<file path="src/prtm_pkg.sv">
// Shared constants for the postscaled period timer.
package prtm_pkg;
   localparam int CNT_W = 8;
   localparam int PRE_SEL_W = 3;
   localparam int POST_SEL_W = 4;
   localparam int PRE_W = 7;
   localparam int PIN_SYNC_STAGES = 2;
   localparam int INSTR_SYNC_STAGES = 1;
   localparam int FLAG_SYNC_MAX_INSTR = 2;
   localparam logic [CNT_W-1:0] COUNT_RST = 8'h00;
   localparam logic [PRE_W-1:0] PRE_RST = 7'h00;
   localparam logic [POST_SEL_W-1:0] POST_RST = 4'h0;
   localparam logic [PIN_SYNC_STAGES-1:0] PIPE_RST = 2'h0;
endpackage

</file>
<file path="src/prtm_sync_if.sv">
// Carrier between the pin synchroniser and the timer core.
`timescale 1ns/1ns
`default_nettype none
interface prtm_sync_if;
   logic raw;
   logic level;
   modport sync (input raw, output level);
   modport user (output raw, input level);
endinterface
`default_nettype wire

</file>
<file path="src/prtm_timer.sv">
// Postscaled 8-bit period timer with synchronised interrupt flag.
`timescale 1ns/1ns
`default_nettype none
// Operation
// - Interrupt flag is raised when postscaler count reaches selected 1:1..1:16 ratio.
// - Interrupt request leaves only while the timer interrupt enable is set.
// - Flag sets on the instruction clock within two cycles, stays until software clears.
// - All-zero prescale and postscale selects give one-to-one ratios.
// - With pin clock, run bit and external reset wait two timer clocks.
// - With instruction clock, run and external reset wait one instruction period.
// - Counter advances per prescaler output (every 2^select timer clocks) while run is 1, holds while 0.
// - On count equal to period, counter returns to zero on the next prescaler output.
module prtm_timer (
   input wire logic clk,
   input wire logic rstn,
   input wire logic timer_clock,
   input wire logic instr_tick,
   input wire logic clk_src_instr,
   input wire logic run_bit,
   input wire logic external_reset_input,
   input wire logic [prtm_pkg::PRE_SEL_W-1:0] prescale_select,
   input wire logic [prtm_pkg::POST_SEL_W-1:0] postscale_select,
   input wire logic [prtm_pkg::CNT_W-1:0] period_value,
   input wire logic timer_irq_enable,
   input wire logic timer_irq_flag_clear,
   output logic [prtm_pkg::CNT_W-1:0] count_value,
   output logic postscaled_pulse,
   output logic timer_irq_flag,
   output logic timer_irq_request
);
   import prtm_pkg::*;

   // ************************************************************
   // Pin synchronisers
   // ************************************************************
   prtm_sync_if tclk_if ();
   prtm_sync_if ers_if ();
   assign tclk_if.raw = timer_clock;
   assign ers_if.raw = external_reset_input;

   prtm_sync u_tclk_sync (
      .clk(clk),
      .rstn(rstn),
      .port(tclk_if.sync)
   );
   prtm_sync u_ers_sync (
      .clk(clk),
      .rstn(rstn),
      .port(ers_if.sync)
   );

   // ************************************************************
   // Timer clock selection and control pipelines
   // ************************************************************
   logic tclk_lvl_q;
   logic tick;
   logic [PIN_SYNC_STAGES-1:0] run_pipe_q, run_pipe_d, ers_pipe_q, ers_pipe_d;
   logic run_eff;
   logic ers_eff;

   // A timer clock input is a rising edge of the filtered pin or an instruction tick.
   assign tick = clk_src_instr ? instr_tick : (tclk_if.level & ~tclk_lvl_q);

   // Control bits only move on timer clock edges, so the delay is counted in timer clocks.
   always_comb begin
      run_pipe_d = run_pipe_q;
      ers_pipe_d = ers_pipe_q;
      if (tick) begin
         run_pipe_d = {run_pipe_q[0], run_bit};
         ers_pipe_d = {ers_pipe_q[0], ers_if.level};
      end
   end

   // The instruction clock path taps the pipe one stage early.
   assign run_eff = clk_src_instr ? run_pipe_q[0] : run_pipe_q[PIN_SYNC_STAGES-1];
   assign ers_eff = clk_src_instr ? ers_pipe_q[0] : ers_pipe_q[PIN_SYNC_STAGES-1];

   // Registers only.
   always_ff @(posedge clk or negedge rstn) begin
      if (!rstn) begin
         tclk_lvl_q <= 1'b0;
         run_pipe_q <= PIPE_RST;
         ers_pipe_q <= PIPE_RST;
      end else begin
         tclk_lvl_q <= tclk_if.level;
         run_pipe_q <= run_pipe_d;
         ers_pipe_q <= ers_pipe_d;
      end
   end

   // ************************************************************
   // Prescaler, counter and postscaler
   // ************************************************************
   logic [PRE_W-1:0] pre_q, pre_d, pre_top;
   logic [CNT_W-1:0] cnt_q, cnt_d;
   logic [POST_SEL_W-1:0] post_q, post_d;
   logic post_pulse_d, post_pulse_q;
   logic pre_tick;
   logic match;

   // Ratio is two to the select; select zero gives one-to-one.
   assign pre_top = PRE_W'((8'h01 << prescale_select) - 8'h01);
   assign pre_tick = tick & run_eff & (pre_q == pre_top);
   assign match = pre_tick & (cnt_q == period_value);

   // External reset holds the count at zero; it outranks the run bit.
   always_comb begin
      pre_d = pre_q;
      cnt_d = cnt_q;
      post_d = post_q;
      post_pulse_d = 1'b0;
      if (ers_eff) begin
         pre_d = PRE_RST;
         cnt_d = COUNT_RST;
      end else if (tick && run_eff) begin
         pre_d = (pre_q == pre_top) ? PRE_RST : PRE_W'(pre_q + 7'h01);
         if (match) begin
            cnt_d = COUNT_RST;
         end else if (pre_tick) begin
            cnt_d = CNT_W'(cnt_q + 8'h01);
         end
      end
      if (match && !ers_eff) begin
         if (post_q == postscale_select) begin
            post_d = POST_RST;
            post_pulse_d = 1'b1;
         end else begin
            post_d = POST_SEL_W'(post_q + 4'h1);
         end
      end
   end

   // Registers only.
   always_ff @(posedge clk or negedge rstn) begin
      if (!rstn) begin
         pre_q <= PRE_RST;
         cnt_q <= COUNT_RST;
         post_q <= POST_RST;
         post_pulse_q <= 1'b0;
      end else begin
         pre_q <= pre_d;
         cnt_q <= cnt_d;
         post_q <= post_d;
         post_pulse_q <= post_pulse_d;
      end
   end

   // ************************************************************
   // Interrupt flag on the instruction clock
   // ************************************************************
   logic pend_q, pend_d, flag_q, flag_d, req_q, req_d;

   // Events wait in a pending bit and land on the next instruction tick.
   // A set landing with a software clear wins, so no event is lost.
   always_comb begin
      pend_d = pend_q;
      flag_d = flag_q;
      if (post_pulse_q) begin
         pend_d = 1'b1;
      end else if (instr_tick) begin
         pend_d = 1'b0;
      end
      if (instr_tick && pend_q) begin
         flag_d = 1'b1;
      end else if (timer_irq_flag_clear) begin
         flag_d = 1'b0;
      end
      req_d = flag_d & timer_irq_enable;
   end

   // Registers only.
   always_ff @(posedge clk or negedge rstn) begin
      if (!rstn) begin
         pend_q <= 1'b0;
         flag_q <= 1'b0;
         req_q <= 1'b0;
      end else begin
         pend_q <= pend_d;
         flag_q <= flag_d;
         req_q <= req_d;
      end
   end

   assign count_value = cnt_q;
   assign postscaled_pulse = post_pulse_q;
   assign timer_irq_flag = flag_q;
   assign timer_irq_request = req_q;
endmodule
`default_nettype wire

</file>
<file path="src/prtm_sync.sv">
// Three-stage pin synchroniser with agreement filter.
`timescale 1ns/1ns
`default_nettype none
module prtm_sync (
   input wire logic clk,
   input wire logic rstn,
   prtm_sync_if.sync port
);
   logic [2:0] stg_q;
   logic [2:0] stg_d;
   logic lvl_q;
   logic lvl_d;

   // The first stage feeds only the second; the level moves once stages two and three agree.
   always_comb begin
      stg_d = {stg_q[1:0], port.raw};
      lvl_d = (stg_q[1] == stg_q[2]) ? stg_q[2] : lvl_q;
   end

   // Registers only.
   always_ff @(posedge clk or negedge rstn) begin
      if (!rstn) begin
         stg_q <= 3'h0;
         lvl_q <= 1'b0;
      end else begin
         stg_q <= stg_d;
         lvl_q <= lvl_d;
      end
   end

   assign port.level = lvl_q;
endmodule
`default_nettype wire

</file>
<file path="config.mk">
export PLATFORM = sky130hd
export DESIGN_NAME = prtm_timer
export DESIGN_NICKNAME = d
export VERILOG_FILES = /design/src/prtm_pkg.sv /design/src/prtm_sync_if.sv /design/src/prtm_timer.sv /design/src/prtm_sync.sv
export SDC_FILE = /design/constraint.sdc
export NUM_CORES = 1
export LEC_CHECK = 0
export ABC_AREA = 0
export BUFFER_PORTS_ARGS = -buffer_cell sky130_fd_sc_hd__buf_2
export CORE_UTILIZATION = 40
export CTS_CLUSTER_DIAMETER = 120
export CTS_CLUSTER_SIZE = 12
export DETAILED_ROUTE_END_ITERATION = 10
export GPL_TIMING_DRIVEN = 0
export HOLD_SLACK_MARGIN = 0.02
export SLEW_MARGIN = 0
export SYNTH_ARGS = -nofsm -noshare
export SYNTH_HDL_FRONTEND = slang
export SYNTH_SLANG_ARGS = --single-unit
</file>
<file path="constraint.sdc">
create_clock -name clk -period 2.1 [get_ports clk]
set_clock_uncertainty 0.05 [all_clocks]
set_input_delay 0.42 -clock clk [delete_from_list [all_inputs] [get_ports clk]]
set_output_delay 0.42 -clock clk [all_outputs]
set_load 0.03 [all_outputs]
</file>
==> reports/qor.txt, run 1 <==
status = finished with violations
failing checks = setup timing
max-slew violation count = 0
worst min path class = in -> async
Leakage = 1.08 nW
Yosys top cell area share = 48.4%
combinational power share = 22.6%
count leader, synth = dfrtp_1
synthesized net count = 201
wire per inst = 13.8 microns
ys flop type = dfrtp_1
Fin. Hold Viols = 0
Util after Layout = 52.4%
worst-margin pin slew = 766 ps
P_int = 0.00114 W
vias per cell = 5.41
cts bufs inserted = 5
Setup Crit Path Kind = reg -> reg
Synth area leaders = dfrtp_1 (48%), xor2_1 (8.5%), mux2_2 (3.6%)
share of layout cells above drive strength 1 = 33.3%
Ys Warns = 0
switching portion of total power = 32.8%
RePlAce Congestion = 0.828
Worst slew margin = 48.9%
total gr overflow = 0
Worst Path Arrival = 2340 ps
H-tree Lvls = 2
CP Launch Type = flip-flop
number of synthesized flops with an enable pin = 0
Clk network pwr share = 28.9%
sequential share of power = 48.5%
final std cells w/o fill = 274
CTS max path bufs = 2
CP Max Fanout = 5
mean post-synth cell area = 10.7 sq um
GR Util met3 = 4.33%
diodes inserted = 0
vias in the first global route = 1,503
R2R Path End = post_q[3]$_DFFE_PN0P_
initial antenna violation count = 0
num rows = 24
Psw = 0.000557 W
clk sinks = 36
max-cap violations = 0
reg2reg path depth = 7
post-route clock period utilization = 104%
Port Buffers = 32
Setup Viol. Count Final = 4
core area = 4410 sq um
post-synthesis sequential area ratio = 48.4%
nature of the critical path endpoint = flip-flop
Setup WS post-layout = -94.3 ps
Synth Register Bits = 36
antenna-violating nets left = 0
cts-stage hold buffer count = 0
root buffer cell = clkbuf_8
Pre-Repair DR Iteration Count = 5
Die ar. = 4930 sq um
total power = 0.00170 W
I/O pin count = 35
Placed Cells = 258
Initial Utilization = 42.2%
pin count of the biggest net entering global routing = 37
met2 GRT Util = 29.0%
min Tclk post-route = 2190 ps
register clock-pin slew on the reported worst setup and hold paths = 70 ps
Critical R2R Launch = pre_q[4]$_DFFE_PN0P_
GR Util met1 = 20.5%
area leader, netlist = dfrtp_1
Die Ht = 70.2 microns
unrepaired setup endpoints after global routing = yes
Iter 0 DRT Violations = 73
TritonCTS clock tree = yes
Tot GR Track Use = 17.1%
Worst EP required = 2250 ps
synthesized instance count = 174
VDD IR max = 459 uV
top cells by count, synth = dfrtp_1 (36), xor2_1 (18), o21ai_0 (12), nand2_1 (10), nor2_1 (9)
worst slack, placed = -629 ps
Post-DP HPWL = 2770 microns
WL final = 3770 microns
global routing's busiest layer = met2
Yosys cell types = 45
P&R area growth vs syn = 24.2%
ys async rst share = 100%
Power per Cell Area = 735 nW/um^2
vias = 1,483
die width = 70.2 microns
final-stage net count = 248
clock latency on the worst-skew pair = 290 ps
DR DRC count = 0
global-route wire length before repair = 6650 microns
fill count = 417
Reg2Reg Setup Slack = -90 ps
Highest Clock Rate = 0.456 GHz
synthesized area = 1860 sq um
-- flip-flops by register name, summed over array words and instances, names as in the netlist --
signal and flops:
u_tclk_sync.port.level 1, u_ers_sync.stg_q 3, pend_q 1, tclk_lvl_q 1
u_tclk_sync.stg_q 3, count_value 8, post_q 4, postscaled_pulse 1
pre_q 7, timer_irq_flag 1, timer_irq_request 1, u_ers_sync.port.level 1
ers_pipe_q 2, run_pipe_q 2
-- kinds of logic (layout without fill, tap and decap cells) --
family          count (synthesis)  count (layout)  share of synthesized area [%]
simple gates                   61              61                           19.6
flops                          36              36                           48.4
xor+xnor                       21              21                           9.88
buf+inv                         6              54                           1.48
compound gates                 37              37                           12.8
mux                             8               8                           4.70
fa+ha+maj                       5               5                           3.09
-- critical path: stages (launching register included) --
cell and delay, ps:
dfrtp_1 360, and2b_1 180, o2111a_2 260, nor4_4 280, buf_6 160, nand2_4 70
or4_4 560, o31ai_2 190
-- worst max path at each step --
stage / from / to / slack [ps] / cells after the start
2_1_floorplan: prescale_select[2] / post_q[3]$_DFFE_PN0P_ / -160 / 7
3_3_place_gp: clk_src_instr / count_value[1]$_DFFE_PN0P_ / -510 / 7
3_5_place_dp: clk_src_instr / count_value[1]$_DFFE_PN0P_ / -630 / 7
4_1_cts: pre_q[4]$_DFFE_PN0P_ / post_q[3]$_DFFE_PN0P_ / -110 / 7
5_1_grt: pre_q[4]$_DFFE_PN0P_ / post_q[3]$_DFFE_PN0P_ / -180 / 7
6_report: pre_q[4]$_DFFE_PN0P_ / post_q[3]$_DFFE_PN0P_ / -90 / 7
-- per-stage QoR --
| step | hold WS, ps | setup TNS, ps | area, sq um |
|---|---|---|---|
| 2_1_floorplan | 74.4 | -726 | 1870 |
| 3_3_place_gp | 285 | -4300 | 2100 |
| 3_5_place_dp | 289 | -5030 | 2100 |
| 4_1_cts | 171 | -618 | 2250 |
| 5_1_grt | 158 | -648 | 2310 |
| 6_report | 148 | -221 | 2310 |
-- per-layer routing --
layer / wire length (microns) / share of wire [%]
met1: 1620 / 43
met2: 1960 / 52
met3: 132 / 3.5
met4: 61 / 1.6
met5: 0 / 0
-- cell usage in the layout (no fill, tap or decap), types with 2 or more instances in the layout --
cell | synthesis | final
a21o_1 | 3 | 3
a21oi_1 | 8 | 4
a21oi_2 | 0 | 2
a21oi_4 | 0 | 2
and2_1 | 3 | 3
and4_1 | 3 | 3
buf_2 | 1 | 32
buf_4 | 1 | 7
buf_6 | 0 | 3
clkbuf_8 | 0 | 5
clkinvlp_4 | 0 | 2
dfrtp_1 | 36 | 36
ha_1 | 3 | 3
inv_1 | 4 | 4
maj3_1 | 2 | 2
mux2_2 | 6 | 6
mux2i_1 | 2 | 2
nand2_1 | 10 | 10
nand3_1 | 6 | 6
nand4_1 | 6 | 6
nor2_1 | 9 | 9
nor2b_1 | 3 | 3
nor3_1 | 3 | 3
nor3b_1 | 2 | 2
nor4_1 | 4 | 3
o21ai_0 | 12 | 10
o21ai_2 | 0 | 2
o31ai_1 | 3 | 2
or3_1 | 3 | 2
xnor2_1 | 3 | 3
xor2_1 | 18 | 18
-- layout make-up --
cell class | count | area [sq um] | area share (%)
Multi-Input combinational cell | 132 | 992 | 42.9
Sequential cell | 36 | 901 | 39.0
Timing Repair Buffer | 40 | 224 | 9.69
Clock buffer | 5 | 68.8 | 2.98
Tap cell | 52 | 65.1 | 2.81
Clock inverter | 3 | 23.8 | 1.03
Buffer | 2 | 22.5 | 0.974
Inverter | 4 | 15.0 | 0.649
-- power groups by stage --
| stage | clock, W | sequential (W) | combinational [W] |
|---|---|---|---|
| after floorplan | 0 | 0.000854 | 0.000201 |
| after global placement | 0 | 0.000829 | 0.000332 |
| after detailed placement | 0 | 0.000836 | 0.000344 |
| after CTS | 0.000512 | 0.000822 | 0.000359 |
| after global routing | 0.000549 | 0.000836 | 0.000432 |
| final | 0.000491 | 0.000824 | 0.000384 |
-- timing repair --
item	4_1_cts	5_1_grt
hold endpoints to repair	0	0
gates resized for setup	5	9
setup buffers	6	2
setup endpoints to repair	10	14
pin swaps	1	8
No activity file was read; power rests on OpenSTA's default activity.
==> run 2: changes to the inputs <==
PLACE_DENSITY = 0.65   (was unset)
SKIP_LAST_GASP = 1   (was unset)
==> run 2 against run 1 <==
Effect of this change:
- the run still ends with setup timing left
- final area is 3.7% higher
- flip-flop and latch count stayed put
- largest power group unchanged
- maximum frequency down 1.3%
- cell count is 2.2% higher
- core utilization grew 1.9 points
- via count down 0.27%
- critical path type unchanged
- wire length grew 3.0%
- die area is the same
==> reports/qor.txt, run 2 (same netlist as run 1, synthesis figures left out) <==
status = finished with violations
diodes inserted = 0 (unchanged)
Setup Crit Path Kind = reg -> reg
Tot GR Track Use = 16.2% (-0.83 points)
total gr overflow = 0 (unchanged)
unrepaired setup endpoints after global routing = yes
WP buf/inv = 1 (unchanged)
switching portion of total power = 30.8% (-2.0 points)
Die Ht = 70.2 microns (unchanged)
Fin. Hold Viols = 0 (unchanged)
Post-DP HPWL = 2460 microns (-11%)
vias = 1,479 (-0.27%)
cts-stage hold buffer count = 0 (unchanged)
Iter 0 DRT Violations = 84 (+15%)
failing checks = setup timing
reg2reg path depth = 7 (unchanged)
Worst Path Arrival = 2380 ps (+40 ps)
vias in the first global route = 1,380 (-8.2%)
max-slew violation count = 0 (unchanged)
Min Hold Slack = 150 ps (+2.62 ps)
vias per cell = 5.28 (-2.4%)
max-cap violations = 0 (unchanged)
total power = 0.00183 W (+7.9%)
Initial Utilization = 42.2% (unchanged)
P&R area growth vs syn = 28.8%
antenna-violating nets left = 0 (unchanged)
TritonCTS clock tree = yes
R2R Path End = post_q[3]$_DFFE_PN0P_
nature of the critical path endpoint = flip-flop
core area = 4410 sq um (unchanged)
critical path's top delay family = simple AND/OR/NAND/NOR gates
worst min path class = in -> async
Port Buffers = 32 (unchanged)
I/O pin count = 35 (unchanged)
register clock-pin slew on the reported worst setup and hold paths = 80 ps (about the same)
slowest CP cell = or4_4
Leakage = 1.13 nW (+4.0%)
global-route wire length before repair = 6180 microns (-7.2%)
CTS max path bufs = 2 (unchanged)
stages on the worst setup path = 7 (unchanged)
Worst EP required = 2260 ps (about the same)
commonest cells after routing, fill and taps aside = dfrtp_1 (35), buf_2 (32), xor2_1 (18), buf_4 (14)
post-route clock period utilization = 106% (+1.3 points)
critical path capture point = post_q[3]$_DFFE_PN0P_
wire per inst = 13.9 microns (+0.82%)
Die ar. = 4930 sq um (unchanged)
Clk network pwr share = 33.4% (+4.5 points)
fill count = 394 (-5.5%)
P_int = 0.00127 W (+11%)
clk sinks = 36 (unchanged)
clock latency on the worst-skew pair = 300 ps (about the same)
fin area = 2400 sq um (+3.7%)
combinational power share = 21.8% (-0.8 points)
max FFs per register = 8 (unchanged)
Worst slew margin = 47.2% (-1.7 points)
sequential share of power = 44.8% (-3.7 points)
CP max stage delay = 560 ps (about the same)
Pre-Repair DR Iteration Count = 4 (-1)
worst slack, placed = -562 ps (+66.6 ps)
VDD IR max = 565 uV (+23%)
RePlAce Congestion = 0.739 (-11%)
initial antenna violation count = 0 (unchanged)
die width = 70.2 microns (unchanged)
H-tree Lvls = 2 (unchanged)
worst-margin pin slew = 792 ps (+25.2 ps)
WL final = 3880 microns (+3.0%)
num rows = 24 (unchanged)
final-stage net count = 254 (+2.4%)
min Tclk post-route = 2220 ps (+28.0 ps)
pin count of the biggest net entering global routing = 37 (unchanged)
Reg2Reg Setup Slack = -120 ps (-30 ps)
Power per Cell Area = 764 nW/um^2 (+4.1%)
share of layout cells above drive strength 1 = 36.8% (+3.5 points)
Setup Viol. Count Final = 3 (-1)
most common cell after layout, fill and taps aside = dfrtp_1
cts bufs inserted = 5 (unchanged)
Critical path origin = pre_q[4]$_DFFE_PN0P_
CP Launch Type = flip-flop
dpl cell area = 2100 sq um (unchanged)
Setup WS post-layout = -122 ps (-28.0 ps)
Cell Chain, Critical Path = and2b_1 -> o2111a_2 -> nor4_4 -> buf_4 -> nand2_4 -> or4_4 -> o31ai_4
Psw = 0.000564 W (+1.3%)
DR DRC count = 0 (unchanged)
CP Max Fanout = 6 (+1)
root buffer cell = clkbuf_8
Highest Clock Rate = 0.450 GHz (-1.3%)
Critical R2R Launch = pre_q[4]$_DFFE_PN0P_
==> run 2: changes by cell type in the layout (fill, tap and decap cells not counted), sizes merged <==
cell and change:
bufinv +1, buf +6, clkinvlp -1
==> run 2: stage by stage <==
| stage | setup TNS, ps | std cells | util [%] |
|---|---|---|---|
| after detailed placement | -4690 | 258 | 47.5 |
| after global placement | -4650 | 258 | 47.5 |
| after global routing | -933 | 280 | 54.3 |
| after floorplan | -726 | 174 | - |
| final | -240 | 280 | 54.3 |
| after CTS | -454 | 273 | 51.4 |
==> run 2: how the worst min path moves through the flow <==
| stage | end | slack, ps | cells past startpoint |
|---|---|---|---|
| after floorplan | count_value[0]$_DFFE_PN0P_ | 70 | 0 |
| after global placement | u_tclk_sync.stg_q[1]$_DFF_PN0_ | 280 | 0 |
| after detailed placement | u_tclk_sync.stg_q[1]$_DFF_PN0_ | 290 | 0 |
| after CTS | u_tclk_sync.stg_q[0]$_DFF_PN0_ | 170 | 1 |
| after global routing | u_ers_sync.stg_q[0]$_DFF_PN0_ | 160 | 1 |
| final | postscaled_pulse$_DFF_PN0_ | 150 | 1 |
==> run 2: power by group through the flow <==
stage	clock network (W)	registers (W)	logic, W
finish	0.000612	0.000822	0.000399
global route	0.000657	0.000834	0.000451
CTS	0.000623	0.000821	0.000352
detailed placement	0	0.000834	0.000340
global placement	0	0.000832	0.000334
floorplan	0	0.000854	0.000201
==> run 2: layout make-up <==
class,instances,area [sq um],area share [%]
repair buffers,46,265,11.1
multi-input cells,132,1020,42.4
plain buffers,2,22.5,0.939
inverters,4,15.0,0.626
flip-flops and latches,36,902,37.6
clock inverters,3,42.5,1.77
well taps,52,65.1,2.71
clock buffers,5,68.8,2.87
==> run 2: timing repair <==
action / in CTS / in global routing
resized for setup: 4 / 13
pin swaps: 1 / 3
endpoints found under the setup margin: 11 / 12
buffers inserted: 7 / 7
==> run 2: routing by layer <==
metal	part of all wire [%]	vias up	global-route usage [%]
li1	-	749	-
met4	1.8	0	7.33
met3	2.6	6	5.63
met5	0	-	0
met1	49	704	21.3
met2	47	20	24.1
==> run 2: worst reg2reg max path, cell delays in order (launching register included) <==
cell	delay (ps)
dfrtp_2	380
and2b_1	180
o2111a_2	260
nor4_4	260
buf_4	170
nand2_4	70
or4_4	560
o31ai_4	190
==> run 3: changes to the inputs <==
--- a/config.mk
+++ b/config.mk
@@ -8,4 +8,5 @@
 export ABC_AREA = 0
 export BUFFER_PORTS_ARGS = -buffer_cell sky130_fd_sc_hd__buf_2
+export CAP_MARGIN = 20
 export CORE_UTILIZATION = 40
 export CTS_CLUSTER_DIAMETER = 120
==> constraint.sdc (replaced) <==
create_clock -name clk -period 2.1 [get_ports clk]
set_clock_uncertainty 0.05 [all_clocks]
set_input_delay 0.315 -clock clk [delete_from_list [all_inputs] [get_ports clk]]
set_output_delay 0.315 -clock clk [all_outputs]
set_load 0.03 [all_outputs]
==> run 3 against run 2 <==
Effect of this change:
- combinational power down 5.3%
- largest cell class unchanged
- total power down 7.1%
- core utilization is 0.96 points lower
- non-clock buffer count shrank 3
- the run still ends with setup timing left
==> reports/qor.txt, run 3 (same netlist as run 1, synthesis figures left out) <==
status = finished with violations
failing checks = setup timing
die width = 70.2 microns (unchanged)
max FFs per register = 8 (unchanged)
worst-margin pin slew = 796 ps (+4.32 ps)
max-cap violations = 0 (unchanged)
worst min path class = in -> async
root buffer cell = clkbuf_8
Worst EP required = 2250 ps (about the same)
pin count of the biggest net entering global routing = 37 (unchanged)
VDD IR max = 368 uV (-35%)
clk sinks = 36 (unchanged)
R2R Path End = post_q[3]$_DFFE_PN0P_
CP Launch Type = flip-flop
combinational power share = 22.2% (+0.4 points)
unrepaired setup endpoints after global routing = yes
max-slew violation count = 0 (unchanged)
Worst Path Arrival = 2290 ps (-90 ps)
Die Ht = 70.2 microns (unchanged)
cts bufs inserted = 5 (unchanged)
core area = 4410 sq um (unchanged)
WL final = 3700 microns (-4.7%)
Initial Utilization = 42.2% (unchanged)
total gr overflow = 0 (unchanged)
Iter 0 DRT Violations = 68 (-19%)
commonest cells after routing, fill and taps aside = dfrtp_1 (34), buf_2 (32), xor2_1 (18), o21ai_0 (10)
H-tree Lvls = 2 (unchanged)
min Tclk post-route = 2140 ps (-83.2 ps)
final-stage net count = 251 (-1.2%)
vias per cell = 5.43 (+2.7%)
initial antenna violation count = 0 (unchanged)
register clock-pin slew on the reported worst setup and hold paths = 70 ps (about the same)
Fin. Hold Viols = 0 (unchanged)
Post-DP HPWL = 2460 microns (+0.23%)
CTS max path bufs = 2 (unchanged)
most common cell after layout, fill and taps aside = dfrtp_1
clock latency on the worst-skew pair = 280 ps (-20 ps)
sequential share of power = 48.1% (+3.3 points)
wire per inst = 13.4 microns (-3.7%)
Leakage = 1.11 nW (-1.9%)
WL met1 = 1740 microns (-8.3%)
Clk network pwr share = 29.6% (-3.8 points)
P&R area growth vs syn = 26.5%
P_int = 0.00117 W (-7.7%)
vias in the first global route = 1,365 (-1.1%)
Critical R2R Launch = pre_q[1]$_DFFE_PN0P_
Worst slew margin = 46.9% (-0.29 points)
Psw = 0.000531 W (-5.9%)
worst slack, placed = -468 ps (+94.2 ps)
post-route clock period utilization = 102% (-4.0 points)
Die ar. = 4930 sq um (unchanged)
TritonCTS clock tree = yes
met2 routed WL = 1800 microns (-0.61%)
num rows = 24 (unchanged)
share of layout cells above drive strength 1 = 34.7% (-2.2 points)
Setup WS post-layout = -39.1 ps (+83.2 ps)
fill count = 403 (+2.3%)
Pre-Repair DR Iteration Count = 4 (unchanged)
I/O pin count = 35 (unchanged)
top layer in use = met4
Reg2Reg Setup Slack = -40 ps (+80 ps)
Power per Cell Area = 723 nW/um^2 (-5.5%)
nature of the critical path endpoint = flip-flop
RePlAce Congestion = 0.733 (-0.79%)
antenna-violating nets left = 0 (unchanged)
Setup Viol. Count Final = 1 (-2)
Setup Crit Path Kind = reg -> reg
global-route wire length before repair = 6000 microns (-2.8%)
Tot GR Track Use = 15.2% (-1.0 points)
CP Max Fanout = 5 (-1)
Min Hold Slack = 65.0 ps (-85.2 ps)
DR DRC count = 0 (unchanged)
switching portion of total power = 31.2% (+0.40 points)
vias = 1,503 (+1.6%)
Port Buffers = 32 (unchanged)
Highest Clock Rate = 0.467 GHz (+3.9%)
diodes inserted = 0 (unchanged)
reg2reg path depth = 7 (unchanged)
met3 wire length = 77 microns (-24%)
-- run 3: area by class of cell --
cell class	count	area (sq um)	area share (%)
Clock inverter	1	7.51	0.319
Clock buffer	7	86.3	3.67
Inverter	4	15.0	0.638
Tap cell	52	65.1	2.76
Sequential cell	36	903	38.4
Timing Repair Buffer	43	250	10.6
Multi-Input combinational cell	132	1000	42.7
Buffer	2	22.5	0.956
-- run 3: worst max-delay path by stage --
stage / cells after the start / end / slack (ps) / start
after CTS: 7 / post_q[3]$_DFFE_PN0P_ / -90 / pre_q[4]$_DFFE_PN0P_
final: 7 / post_q[3]$_DFFE_PN0P_ / -40 / pre_q[1]$_DFFE_PN0P_
after global placement: 7 / count_value[1]$_DFFE_PN0P_ / -460 / clk_src_instr
after detailed placement: 7 / count_value[1]$_DFFE_PN0P_ / -470 / clk_src_instr
after global routing: 7 / post_q[3]$_DFFE_PN0P_ / -120 / pre_q[5]$_DFFE_PN0P_
after floorplan: 6 / post_q[3]$_DFFE_PN0P_ / -70 / pre_q[1]$_DFFE_PN0P_
-- run 3: routing by layer --
| layer | vias up | track usage, % |
|---|---|---|
| met5 | - | 0 |
| met1 | 741 | 19.7 |
| met3 | 9 | 2.60 |
| li1 | 734 | - |
| met4 | 0 | 8.00 |
| met2 | 19 | 24.3 |
-- run 3: stage by stage --
step / setup TNS [ps] / util (%) / area, sq um / total power [W] / cells
5_1_grt: -418 / 53.3 / 2350 / 0.00180 / 277
3_5_place_dp: -3340 / 47.5 / 2100 / 0.00118 / 258
4_1_cts: -370 / 50.7 / 2240 / 0.00170 / 271
2_1_floorplan: -85.3 / - / 1870 / 0.00105 / 174
3_3_place_gp: -3430 / 47.5 / 2100 / 0.00117 / 258
6_report: -39.1 / 53.3 / 2350 / 0.00170 / 277
-- run 3: worst max-delay path, stage by stage (launching register included) --
cell and delay, ps:
dfrtp_1 380, nor2b_2 170, a22o_4 230, nor4_4 280, buf_6 160, nand2_4 60, or4_4 550, o31ai_4 180
-- run 3: power by group through the flow --
stage               combinational, W  clock, W  sequential [W]
finish                      0.000378  0.000504        0.000819
global route                0.000426  0.000547        0.000831
CTS                         0.000351  0.000523        0.000821
detailed placement          0.000342         0        0.000834
global placement            0.000335         0        0.000832
floorplan                   0.000200         0        0.000854
-- run 3: what timing repair did --
item,4_1_cts,5_1_grt
gates resized for setup,3,16
endpoints found under the setup margin,11,12
pin swaps,1,2
hold buffers,0,0
gates cloned,0,0
setup buffers,5,6
